### config.mk
export PLATFORM = sky130hd
export DESIGN_NAME = intc_core
export DESIGN_NICKNAME = d
export VERILOG_FILES = /design/src/pkg/intc_pkg.sv /design/src/core/intc_arbiter.sv /design/src/core/intc_core.sv
export SDC_FILE = /design/constraint.sdc
export NUM_CORES = 1
export LEC_CHECK = 0
export BUFFER_PORTS_ARGS = -buffer_cell sky130_fd_sc_hd__buf_2
export CORE_MARGIN = 8
export CORE_UTILIZATION = 46
export DETAILED_ROUTE_END_ITERATION = 8
export PLACE_DENSITY = 0.87
export SLEW_MARGIN = 20
export SYNTH_ARGS = -nofsm -noshare
export SYNTH_HDL_FRONTEND = slang
export SYNTH_HIERARCHICAL = 1
export SYNTH_SLANG_ARGS = --single-unit
### constraint.sdc
create_clock -name clock -period 19.19 [get_ports clock]
set_clock_uncertainty 0.05 [all_clocks]
set_input_delay 3.838 -clock clock [delete_from_list [all_inputs] [get_ports clock]]
set_output_delay 3.838 -clock clock [all_outputs]
set_load 0.03 [all_outputs]
### src/pkg/intc_pkg.sv
package intc_pkg;

   // ----------------------------------------
   // Sizes
   // ----------------------------------------
   localparam int NUM_SRC      = 12;
   localparam int NUM_LVL      = 4;
   localparam int BANK_W       = 6;
   localparam int PC_W         = 16;

   // ----------------------------------------
   // Timing
   // ----------------------------------------
   // Clocks per machine cycle, phase of flag sampling, long call length
   localparam int CLK_PER_MC   = 4;
   localparam logic [1:0] PHASE_THREE = 2'h2;
   localparam logic [1:0] PHASE_LAST  = 2'h3;
   localparam int CALL_MC      = 4;
   localparam logic [2:0] CALL_MC_LAST = 3'h3;

   // ----------------------------------------
   // Enable / priority bit positions, main bank
   // ----------------------------------------
   localparam int BIT_EXT_A    = 0;
   localparam int BIT_TIMER_A  = 1;
   localparam int BIT_EXT_B    = 2;
   localparam int BIT_TIMER_B  = 3;
   localparam int BIT_SERIAL   = 4;
   localparam int BIT_BROWNOUT = 5;

   // ----------------------------------------
   // Enable / priority bit positions, extended bank
   // ----------------------------------------
   localparam int BIT_I2C      = 0;
   localparam int BIT_KEYPAD   = 1;
   localparam int BIT_CMP_A    = 2;
   localparam int BIT_CMP_B    = 3;
   localparam int BIT_WATCHDOG = 4;
   localparam int BIT_BRAKE    = 5;

   // ----------------------------------------
   // Source index in ranking order, 0 is first
   // ----------------------------------------
   localparam int SRC_EXT_A    = 0;
   localparam int SRC_BROWNOUT = 1;
   localparam int SRC_WATCHDOG = 2;
   localparam int SRC_TIMER_A  = 3;
   localparam int SRC_I2C      = 4;
   localparam int SRC_EXT_B    = 5;
   localparam int SRC_KEYPAD   = 6;
   localparam int SRC_CMP_A    = 7;
   localparam int SRC_TIMER_B  = 8;
   localparam int SRC_CMP_B    = 9;
   localparam int SRC_SERIAL   = 10;
   localparam int SRC_BRAKE    = 11;

   // ----------------------------------------
   // Vectors
   // ----------------------------------------
   localparam logic [PC_W-1:0] VEC_EXT_A    = 16'h0003;
   localparam logic [PC_W-1:0] VEC_TIMER_A  = 16'h000B;
   localparam logic [PC_W-1:0] VEC_EXT_B    = 16'h0013;
   localparam logic [PC_W-1:0] VEC_TIMER_B  = 16'h001B;
   localparam logic [PC_W-1:0] VEC_SERIAL   = 16'h0023;
   localparam logic [PC_W-1:0] VEC_BROWNOUT = 16'h002B;
   localparam logic [PC_W-1:0] VEC_I2C      = 16'h0033;
   localparam logic [PC_W-1:0] VEC_KEYPAD   = 16'h003B;
   localparam logic [PC_W-1:0] VEC_CMP_B    = 16'h0043;
   localparam logic [PC_W-1:0] VEC_WATCHDOG = 16'h0053;
   localparam logic [PC_W-1:0] VEC_CMP_A    = 16'h0063;
   localparam logic [PC_W-1:0] VEC_BRAKE    = 16'h0073;

   // Sources allowed to wake from power down (watchdog handled apart)
   localparam logic [NUM_SRC-1:0] WAKE_MASK = 12'h2E3;

   typedef enum logic [1:0] {
      ST_RUN,
      ST_CALL
   } call_state_t;

endpackage : intc_pkg

### src/core/intc_arbiter.sv
// Picks the winning source: highest level first, then fixed ranking
module intc_arbiter
   import intc_pkg::*;
(
   // Requests and levels, index in ranking order
   input  wire logic [intc_pkg::NUM_SRC-1:0]   req,
   input  wire logic [2*intc_pkg::NUM_SRC-1:0] lvl,
   // Winner
   output logic                               found,
   output logic [3:0]                          win_idx,
   output logic [1:0]                          win_lvl
);
   import intc_pkg::*;

   // ----------------------------------------
   // Search
   // ----------------------------------------
   // Scan from last rank to first so earlier rank wins ties
   always_comb begin
      found   = 1'b0;
      win_idx = 4'h0;
      win_lvl = 2'h0;
      for (int i = NUM_SRC - 1; i >= 0; i--) begin
         if (req[i] && (!found || lvl[2*i +: 2] >= win_lvl)) begin
            found   = 1'b1;
            win_idx = 4'(i);
            win_lvl = lvl[2*i +: 2];
         end
      end
   end
endmodule : intc_arbiter

### src/core/intc_core.sv
// How it works
// - Poll fresh each machine cycle; refused requests are not remembered.
// - Vectoring to a timer routine clears that timer overflow flag.
// - External flags cleared on vectoring only in edge mode; level mode follows pin.
// - Long call pushes the program counter only, not the status word.
// - Vectors: ext0 0003, timer0 000B, ext1 0013, timer1 001B, serial 0023, brownout 002B.
// - Vectors: I2C 0033, keypad 003B, cmp2 0043, watchdog 0053, cmp1 0063, brake 0073.
// - Interrupt exit pops the program counter and ends current service level.
// - Subroutine exit pops the program counter but leaves service level active.
// - Level is high-bank bit over low-bank bit; 00 lowest, 11 highest.
// - Only strictly higher level preempts; level 3 is never preempted.
// - Simultaneous requests of different levels: higher level wins.
// - Equal levels resolved by fixed ranking, external 0 first, brake last.
// - Main enable bits: ext0 0, timer0 1, ext1 2, timer1 3, serial 4, brownout 5.
// - Extended enables: I2C 0, keypad 1, cmp1 2, cmp2 3, watchdog 4, brake 5.
// - Ext0, ext1, brownout, keypad and comparators wake from power down; others not.
// - Watchdog wakes from power down only when clocked from internal RC.
// - External pins sampled at phase three each machine cycle, updating flags.
// - Timer flags set at phase three; polled no earlier than next machine cycle.
// - Long call lasts four machine cycles; five cycles from flag to routine.
// - Not on the last machine cycle of an instruction, vectoring waits.
// - Call only with no equal/higher in service, last cycle, no interrupt exit or enable write.
// - Edge mode sets the flag on high sample then low sample.
// - Global enable cleared blocks every source.
// - Ext0, ext1 (edge mode only; level mode resamples the pin first) and timer request flags can be set by software to make a real request.
module intc_core
   import intc_pkg::*;
(
   // Clock and reset
   input  wire logic                        clock,
   input  wire logic                        rst_n,
   // External pins and their mode
   input  wire logic                        ext_irq_pin_a,
   input  wire logic                        ext_irq_pin_b,
   input  wire logic                        ext_a_edge_mode,
   input  wire logic                        ext_b_edge_mode,
   // Peripheral flags and timer overflow events
   input  wire logic                        timer_a_overflow,
   input  wire logic                        timer_b_overflow,
   input  wire logic                        serial_transmit_flag,
   input  wire logic                        serial_receive_flag,
   input  wire logic                        brownout_flag,
   input  wire logic                        watchdog_irq_flag,
   input  wire logic                        i2c_flag,
   input  wire logic                        keypad_flag,
   input  wire logic                        comparator_a_flag,
   input  wire logic                        comparator_b_flag,
   input  wire logic                        pwm_brake_flag,
   input  wire logic                        watchdog_on_rc,
   // Software flag writes, index in ranking order
   input  wire logic                        flag_wr,
   input  wire logic [intc_pkg::NUM_SRC-1:0] flag_wdata,
   // Enables and priorities
   input  wire logic                        global_enable,
   input  wire logic [intc_pkg::BANK_W-1:0] main_enable_register,
   input  wire logic [intc_pkg::BANK_W-1:0] extended_enable_register,
   input  wire logic [intc_pkg::BANK_W-1:0] priority_low_bank_a,
   input  wire logic [intc_pkg::BANK_W-1:0] priority_high_bank_a,
   input  wire logic [intc_pkg::BANK_W-1:0] priority_low_bank_b,
   input  wire logic [intc_pkg::BANK_W-1:0] priority_high_bank_b,
   // Instruction sequencer status
   input  wire logic                        last_cycle,
   input  wire logic                        interrupt_exit,
   input  wire logic                        subroutine_exit,
   input  wire logic                        enable_write,
   input  wire logic [intc_pkg::PC_W-1:0]   pc,
   input  wire logic [intc_pkg::PC_W-1:0]   stack_top,
   // Outputs to sequencer
   output logic                             call_busy_ff,
   output logic                             push_pc_ff,
   output logic [intc_pkg::PC_W-1:0]        push_data_ff,
   output logic                             load_pc_ff,
   output logic [intc_pkg::PC_W-1:0]        new_pc_ff,
   output logic [intc_pkg::NUM_LVL-1:0]     in_service_ff,
   output logic                             ext0_request_flag_ff,
   output logic                             ext1_request_flag_ff,
   output logic                             timer_a_overflow_flag_ff,
   output logic                             timer_b_overflow_flag_ff,
   output logic                             wakeup_ff
);
   import intc_pkg::*;

   // ----------------------------------------
   // Functions
   // ----------------------------------------
   function automatic logic [PC_W-1:0] vector_of(input logic [3:0] idx);
      case (int'(idx))
         SRC_EXT_A:    vector_of = VEC_EXT_A;
         SRC_BROWNOUT: vector_of = VEC_BROWNOUT;
         SRC_WATCHDOG: vector_of = VEC_WATCHDOG;
         SRC_TIMER_A:  vector_of = VEC_TIMER_A;
         SRC_I2C:      vector_of = VEC_I2C;
         SRC_EXT_B:    vector_of = VEC_EXT_B;
         SRC_KEYPAD:   vector_of = VEC_KEYPAD;
         SRC_CMP_A:    vector_of = VEC_CMP_A;
         SRC_TIMER_B:  vector_of = VEC_TIMER_B;
         SRC_CMP_B:    vector_of = VEC_CMP_B;
         SRC_SERIAL:   vector_of = VEC_SERIAL;
         default:      vector_of = VEC_BRAKE;
      endcase
   endfunction : vector_of

   // Highest set in-service level, or 0 with none
   function automatic logic [1:0] top_level(input logic [NUM_LVL-1:0] isv);
      top_level = 2'h0;
      for (int i = 0; i < NUM_LVL; i++) begin
         if (isv[i]) begin
            top_level = 2'(i);
         end
      end
   endfunction : top_level

   // ----------------------------------------
   // Machine cycle phase
   // ----------------------------------------
   logic [1:0]  phase_ff;
   logic        sample_en;
   logic        poll_en;
   assign sample_en = (phase_ff == PHASE_THREE);
   assign poll_en   = (phase_ff == PHASE_LAST);

   always_ff @(posedge clock) begin
      if (!rst_n) begin
         phase_ff <= 2'h0;
      end else begin
         phase_ff <= phase_ff + 2'h1;
      end
   end

   // ----------------------------------------
   // Call sequencer signals (declared early)
   // ----------------------------------------
   call_state_t state_ff;
   logic [2:0]  mc_cnt_ff;
   logic [3:0]  grant_idx_ff;
   logic        grant;
   logic [3:0]  win_idx;
   logic [1:0]  win_lvl;
   logic        found;

   // ----------------------------------------
   // External pin sampling and flags
   // ----------------------------------------
   logic pin_a_prev_ff;
   logic pin_b_prev_ff;
   logic clr_ext_a;
   logic clr_ext_b;
   logic clr_tmr_a;
   logic clr_tmr_b;
   assign clr_ext_a = grant && win_idx == 4'(SRC_EXT_A) && ext_a_edge_mode;
   assign clr_ext_b = grant && win_idx == 4'(SRC_EXT_B) && ext_b_edge_mode;
   assign clr_tmr_a = grant && win_idx == 4'(SRC_TIMER_A);
   assign clr_tmr_b = grant && win_idx == 4'(SRC_TIMER_B);

   always_ff @(posedge clock) begin
      if (!rst_n) begin
         pin_a_prev_ff <= 1'b1;
         pin_b_prev_ff <= 1'b1;
      end else if (sample_en) begin
         pin_a_prev_ff <= ext_irq_pin_a;
         pin_b_prev_ff <= ext_irq_pin_b;
      end
   end

   // external flags: edge set wins over clear
   always_ff @(posedge clock) begin
      if (!rst_n) begin
         ext0_request_flag_ff <= 1'b0;
         ext1_request_flag_ff <= 1'b0;
      end else begin
         if (sample_en && !ext_a_edge_mode) begin
            ext0_request_flag_ff <= !ext_irq_pin_a;
         end else if (sample_en && pin_a_prev_ff && !ext_irq_pin_a) begin
            ext0_request_flag_ff <= 1'b1;
         end else if (flag_wr) begin
            ext0_request_flag_ff <= flag_wdata[SRC_EXT_A];
         end else if (clr_ext_a) begin
            ext0_request_flag_ff <= 1'b0;
         end
         if (sample_en && !ext_b_edge_mode) begin
            ext1_request_flag_ff <= !ext_irq_pin_b;
         end else if (sample_en && pin_b_prev_ff && !ext_irq_pin_b) begin
            ext1_request_flag_ff <= 1'b1;
         end else if (flag_wr) begin
            ext1_request_flag_ff <= flag_wdata[SRC_EXT_B];
         end else if (clr_ext_b) begin
            ext1_request_flag_ff <= 1'b0;
         end
      end
   end

   // timer flags set at phase three; cleared on vectoring
   always_ff @(posedge clock) begin
      if (!rst_n) begin
         timer_a_overflow_flag_ff <= 1'b0;
         timer_b_overflow_flag_ff <= 1'b0;
      end else begin
         if (sample_en && timer_a_overflow) begin
            timer_a_overflow_flag_ff <= 1'b1;
         end else if (flag_wr) begin
            timer_a_overflow_flag_ff <= flag_wdata[SRC_TIMER_A];
         end else if (clr_tmr_a) begin
            timer_a_overflow_flag_ff <= 1'b0;
         end
         if (sample_en && timer_b_overflow) begin
            timer_b_overflow_flag_ff <= 1'b1;
         end else if (flag_wr) begin
            timer_b_overflow_flag_ff <= flag_wdata[SRC_TIMER_B];
         end else if (clr_tmr_b) begin
            timer_b_overflow_flag_ff <= 1'b0;
         end
      end
   end

   // ----------------------------------------
   // Request vector, ranking order
   // ----------------------------------------
   logic [NUM_SRC-1:0]   flags;
   logic [NUM_SRC-1:0]   enab;
   logic [NUM_SRC-1:0]   req;
   logic [NUM_SRC-1:0]   held_ff;
   logic [NUM_SRC-1:0]   poll_req;
   logic [2*NUM_SRC-1:0] lvl;

   // software-owned flags are only read here
   assign flags = {pwm_brake_flag, serial_transmit_flag | serial_receive_flag,
                   comparator_b_flag, timer_b_overflow_flag_ff, comparator_a_flag,
                   keypad_flag, ext1_request_flag_ff, i2c_flag,
                   timer_a_overflow_flag_ff, watchdog_irq_flag, brownout_flag,
                   ext0_request_flag_ff};
   assign enab = {extended_enable_register[BIT_BRAKE], main_enable_register[BIT_SERIAL],
                  extended_enable_register[BIT_CMP_B], main_enable_register[BIT_TIMER_B],
                  extended_enable_register[BIT_CMP_A], extended_enable_register[BIT_KEYPAD],
                  main_enable_register[BIT_EXT_B], extended_enable_register[BIT_I2C],
                  main_enable_register[BIT_TIMER_A], extended_enable_register[BIT_WATCHDOG],
                  main_enable_register[BIT_BROWNOUT], main_enable_register[BIT_EXT_A]};
   assign req = global_enable ? (flags & enab) : '0;

   // request counts only if it stood at previous poll
   // A flag set at phase three waits one machine cycle; a dropped flag is gone at once
   always_ff @(posedge clock) begin
      if (!rst_n) begin
         held_ff <= '0;
      end else if (poll_en) begin
         held_ff <= flags;
      end
   end
   assign poll_req = req & held_ff;

   // level = high bit : low bit, same positions as enables
   assign lvl = {priority_high_bank_b[BIT_BRAKE],    priority_low_bank_b[BIT_BRAKE],
                 priority_high_bank_a[BIT_SERIAL],   priority_low_bank_a[BIT_SERIAL],
                 priority_high_bank_b[BIT_CMP_B],    priority_low_bank_b[BIT_CMP_B],
                 priority_high_bank_a[BIT_TIMER_B],  priority_low_bank_a[BIT_TIMER_B],
                 priority_high_bank_b[BIT_CMP_A],    priority_low_bank_b[BIT_CMP_A],
                 priority_high_bank_b[BIT_KEYPAD],   priority_low_bank_b[BIT_KEYPAD],
                 priority_high_bank_a[BIT_EXT_B],    priority_low_bank_a[BIT_EXT_B],
                 priority_high_bank_b[BIT_I2C],      priority_low_bank_b[BIT_I2C],
                 priority_high_bank_a[BIT_TIMER_A],  priority_low_bank_a[BIT_TIMER_A],
                 priority_high_bank_b[BIT_WATCHDOG], priority_low_bank_b[BIT_WATCHDOG],
                 priority_high_bank_a[BIT_BROWNOUT], priority_low_bank_a[BIT_BROWNOUT],
                 priority_high_bank_a[BIT_EXT_A],    priority_low_bank_a[BIT_EXT_A]};

   intc_arbiter u_arb (
      .req     (poll_req),
      .lvl     (lvl),
      .found   (found),
      .win_idx (win_idx),
      .win_lvl (win_lvl)
   );

   // ----------------------------------------
   // Grant decision
   // ----------------------------------------
   logic higher_than_service;
   // strictly higher than every active level
   assign higher_than_service = (in_service_ff == '0) ||
                                (win_lvl > top_level(in_service_ff));
   // fresh decision at each poll, no memory
   assign grant = poll_en && state_ff == ST_RUN && found && higher_than_service &&
                  last_cycle && !interrupt_exit && !enable_write;

   // ----------------------------------------
   // Long call sequencer
   // ----------------------------------------
   // four machine cycles of call
   always_ff @(posedge clock) begin
      if (!rst_n) begin
         state_ff     <= ST_RUN;
         mc_cnt_ff    <= 3'h0;
         grant_idx_ff <= 4'h0;
      end else begin
         case (state_ff)
            ST_RUN: begin
               if (grant) begin
                  state_ff     <= ST_CALL;
                  mc_cnt_ff    <= 3'h0;
                  grant_idx_ff <= win_idx;
               end
            end
            ST_CALL: begin
               if (poll_en) begin
                  if (mc_cnt_ff == CALL_MC_LAST) begin
                     state_ff <= ST_RUN;
                  end
                  mc_cnt_ff <= mc_cnt_ff + 3'h1;
               end
            end
            default: state_ff <= ST_RUN;
         endcase
      end
   end

   // Busy flag mirrors the sequencer
   always_ff @(posedge clock) begin
      if (!rst_n) begin
         call_busy_ff <= 1'b0;
      end else begin
         call_busy_ff <= (state_ff == ST_CALL && !(poll_en && mc_cnt_ff == CALL_MC_LAST))
                         || grant;
      end
   end

   // push the program counter only; load vector; pop on exits
   always_ff @(posedge clock) begin
      if (!rst_n) begin
         push_pc_ff   <= 1'b0;
         push_data_ff <= '0;
         load_pc_ff   <= 1'b0;
         new_pc_ff    <= '0;
      end else begin
         push_pc_ff <= grant;
         if (grant) begin
            push_data_ff <= pc;
         end
         load_pc_ff <= 1'b0;
         if (state_ff == ST_CALL && poll_en && mc_cnt_ff == CALL_MC_LAST) begin
            load_pc_ff <= 1'b1;
            new_pc_ff  <= vector_of(grant_idx_ff);
         end else if (interrupt_exit || subroutine_exit) begin
            load_pc_ff <= 1'b1;
            new_pc_ff  <= stack_top;
         end
      end
   end

   // ----------------------------------------
   // In-service levels
   // ----------------------------------------
   // set on grant, clear highest on interrupt exit; plain exit leaves it
   always_ff @(posedge clock) begin
      if (!rst_n) begin
         in_service_ff <= '0;
      end else if (grant) begin
         in_service_ff[win_lvl] <= 1'b1;
      end else if (interrupt_exit && in_service_ff != '0) begin
         in_service_ff[top_level(in_service_ff)] <= 1'b0;
      end
   end

   // ----------------------------------------
   // Power down wake-up
   // ----------------------------------------
   logic [NUM_SRC-1:0] wake_mask;
   // wake sources, watchdog only on RC clock
   assign wake_mask = WAKE_MASK | (NUM_SRC'(watchdog_on_rc) << SRC_WATCHDOG);

   always_ff @(posedge clock) begin
      if (!rst_n) begin
         wakeup_ff <= 1'b0;
      end else begin
         wakeup_ff <= |(req & wake_mask);
      end
   end

   // ----------------------------------------
   // Assertions
   // ----------------------------------------
   property p_call_len;
      @(posedge clock) disable iff (!rst_n)
      $rose(push_pc_ff) |-> ##[13:16] load_pc_ff;
   endproperty
   a_call_len: assert property (p_call_len) else $error("call length wrong");

   property p_timer_clear;
      @(posedge clock) disable iff (!rst_n)
      clr_tmr_a && !(sample_en && timer_a_overflow) && !flag_wr
      |=> !timer_a_overflow_flag_ff;
   endproperty
   a_timer_clear: assert property (p_timer_clear) else $error("timer flag kept");

   property p_no_preempt_top;
      @(posedge clock) disable iff (!rst_n)
      in_service_ff[3] |-> !grant;
   endproperty
   a_no_preempt_top: assert property (p_no_preempt_top) else $error("level3 preempted");

   property p_gate;
      @(posedge clock) disable iff (!rst_n)
      !global_enable |-> !grant;
   endproperty
   a_gate: assert property (p_gate) else $error("grant while disabled");

   property p_last;
      @(posedge clock) disable iff (!rst_n)
      grant |-> last_cycle && !interrupt_exit && !enable_write;
   endproperty
   a_last: assert property (p_last) else $error("grant not allowed");

   property p_isv_set;
      @(posedge clock) disable iff (!rst_n)
      grant |=> in_service_ff[$past(win_lvl)];
   endproperty
   a_isv_set: assert property (p_isv_set) else $error("level not marked");

   property p_ret_keeps;
      @(posedge clock) disable iff (!rst_n)
      subroutine_exit && !interrupt_exit && !grant |=> in_service_ff == $past(in_service_ff);
   endproperty
   a_ret_keeps: assert property (p_ret_keeps) else $error("plain exit released");

   property p_vec_ext;
      @(posedge clock) disable iff (!rst_n)
      grant && win_idx == 4'(SRC_EXT_A) |-> ##17 (load_pc_ff && new_pc_ff == VEC_EXT_A);
   endproperty
   a_vec_ext: assert property (p_vec_ext) else $error("bad vector");

   c_grant:   cover property (@(posedge clock) disable iff (!rst_n) grant);
   c_nest:    cover property (@(posedge clock) disable iff (!rst_n) grant && in_service_ff != '0);
   c_wake:    cover property (@(posedge clock) disable iff (!rst_n) wakeup_ff);
endmodule : intc_core

==> impl_metrics.yaml <==
sta:
  finalHoldViolations: 0
  whs_ns: 0.4193
  finalCriticalPeriod_ns: 18.75
  finalCritPeriodShare_pct: 97.73
  clock.fmax_mhz: 53.32
  setup_viol: 0
  slew_violations: 0
  worst-slew-pin-transition_ns: 0.9761
  maxSlewHeadroom_pct: 34.92
  fin_setup_tns_ns: 0
worst_setup_path:
  worstPathArrival_ns: 18.94
  slowest_stage: "a2111oi_4"
  critPathCaptureType: "flip-flop"
  crit_type: "in -> reg"
  worstPathRequired_ns: 19.37
  cpPeakStageDelay_ns: 0.45
  cp_max_fo: 7
  crit_path_start_kind: "input pin"
  worst_path_most_repeated_cell: "ha_1"
drt:
  wl_um: 12480
  via_per_inst: 5.520
  drt-initial-drc-count: 290
  wl_per_cell_um: 15.74
  vias: 4377
  drc: 0
  first_pass_iters: 5
  ant_nets: 0
synth:
  ys_top_cells_by_area: "dfxtp_1 33%, ha_1 8.6%, mux2i_1 8.0%, nor2b_1 5.8%, nand2_1 3.3%"
  ys_seq_area_share_pct: 32.87
  synth.most_common_cell: "dfxtp_1"
  synth_top_area_cell: "dfxtp_1"
  syn_area_mm2: 0.004385
  async_reset_ff_share_pct: 0
  synthCells: 498
  ys_warn_count: 6
  synth_top_cells_by_count: "72 x dfxtp_1, 41 x nor2b_1, 38 x nand2_1"
  syn_nets: 632
  synth-seq-cells: 72
  synth_edf_count: 0
  synth_top_flop_cell: "dfxtp_1"
  synth.distinct_cells: 70
  yosysTopAreaCellShare_pct: 32.87
  synth_area_per_cell_um2: 8.806
layout:
  area.growth.synth_to_final_pct: 30.96
  insertedDiodeCount: 0
  drive_above_1_share_pct: 34.04
  nNetsFinal: 793
  multi_input_area_mm2: 0.002850
  register_area_mm2: 0.001441
  fillers: 748
pwr:
  finalPower_w: 0.0003528
  leakagePower_nw: 2.605
  power_density_mw_per_mm2: 61.42
  peakVddDrop_v: 0.00005166
status:
  status: "complete, no violations"
job:
  max_cap_violations: 0
floorplan:
  fp.coreArea_mm2: 0.009240
  start_util_pct: 47.46
  io_pins: 148
  std_cell_rows: 35
  die_w_um: 113.6
  dieArea_mm2: 0.01291
  die_y_um: 113.6
cts:
  cts_sinks: 72
  cts_tree: "done"
  clkTransAtPathRegs_ns: 0.08
  cts-root-buf: "clkbuf_8"
  clk_latency_ns: 0.34
  cts_buffer_depth: 2
  numCtsBuffers: 9
  htreeDepth: 3
global_routing:
  grt_pass1_wl_um: 19490
  antenna_found_initial: 0
  grt_max_degree: 71
  grtUsageTotal_pct: 18.17
  first_global_vias: 4374
  overflow: 0
place:
  numPortBuffers: 139
  dp_hpwl_um: 9419
  gp_congestion: 0.8934
worst_hold_path:
  hold_path_class: "reg -> reg"
[final cells by class]
| type | instances | area share (%) |
|---|---|---|
| clock inverters | 5 | 1.808 |
| multi-input cells | 374 | 49.63 |
| flip-flops and latches | 72 | 25.10 |
| inverters | 33 | 2.157 |
| repair buffers | 169 | 16.03 |
| well taps | 129 | 2.810 |
| clock buffers | 11 | 2.462 |
[logic make-up after synthesis]
group	synth area share (%)
flops	32.87
simple gates	24.02
buf+inv	4.650
fa+ha+maj	8.559
mux	9.672
compound gates	20.23
[layer usage]
metal	wire [um]	global-route usage [%]	vias up	share of wire (%)
met5	0	0	-	0
met4	248	7.815	0	2.0
met3	963	5.441	27	7.7
met2	6391	33.33	193	51
met1	4880	18.71	2035	39
li1	-	-	2122	-
[worst paths after layout]
path,start,end,slack (ns),cells past startpoint
setup / recovery,extended_enable_register[5],flip-flop,0.44,84
hold / removal,phase_ff[0]$_SDFF_PN0_,phase_ff[0]$_SDFF_PN0_,0.42,1
setup reg to reg,held_ff[11]$_SDFFE_PN0N_,flip-flop,3.69,83
hold reg to reg,phase_ff[0]$_SDFF_PN0_,phase_ff[0]$_SDFF_PN0_,0.42,1
[metrics by stage]
| step | area [um^2] | util (%) | setup WS, ns | cells |
|---|---|---|---|---|
| final | 5743 | 62.15 | 0.4352 | 793 |
| after global routing | 5743 | 62.15 | -0.2437 | 793 |
| after CTS | 5543 | 59.99 | 0.1823 | 781 |
| after detailed placement | 5298 | 57.33 | -0.1432 | 765 |
| after global placement | 5298 | 57.33 | 0.2943 | 765 |
| after floorplan | 4385 | - | 0.6612 | 498 |
[registers in the layout (all words and copies together), names as in the netlist, named ones only]
register,cells
new_pc_ff,16
push_data_ff,16
held_ff,12
grant_idx_ff,4
in_service_ff,4
mc_cnt_ff,3
phase_ff,2
call_busy_ff,1
ext0_request_flag_ff,1
ext1_request_flag_ff,1
load_pc_ff,1
pin_a_prev_ff,1
pin_b_prev_ff,1
push_pc_ff,1
state_ff,1
timer_a_overflow_flag_ff,1
timer_b_overflow_flag_ff,1
wakeup_ff,1
[layout by cell type (no fill, tap or decap), drive strengths merged, types with 4 or more instances in the layout]
cell and n:
a21o 5, a31oi 7, and4 11, ha 30, clkbuf 11, a21oi 18
a22oi 5, dfxtp 72, o211a 6, nand2b 14, a21boi 7, nor3 4
nor2 22, o21ai 29, mux2i 36, buf 169, nand3 16, nand2 38
nor2b 41, inv 33, and2 13, mux2 5, o211ai 5, nor3b 4
a22o 13
[timing repair]
item,4_1_cts,5_1_grt
gates resized for setup,0,26
setup buffers,0,13
setup endpoints to repair,0,38
hold buffers,0,0
[power by group]
part	switching (W)	leakage, nW	internal, W
sequential	0.00000278	0.586	0.000154
combinational	0.0000282	1.90	0.0000227
clock	0.0000552	0.124	0.0000900
[critical path, delay by kind of cell]
family,cells,cell delay (ns)
AND/OR/NAND/NOR,25,3.52
AO/OA/AOI/OAI,35,6.18
buffers and inverters,7,0.75
multiplexers,4,1.13
adder cells (fa/ha/maj),13,3.51
Note: power is estimated with default switching activity, not from simulation.
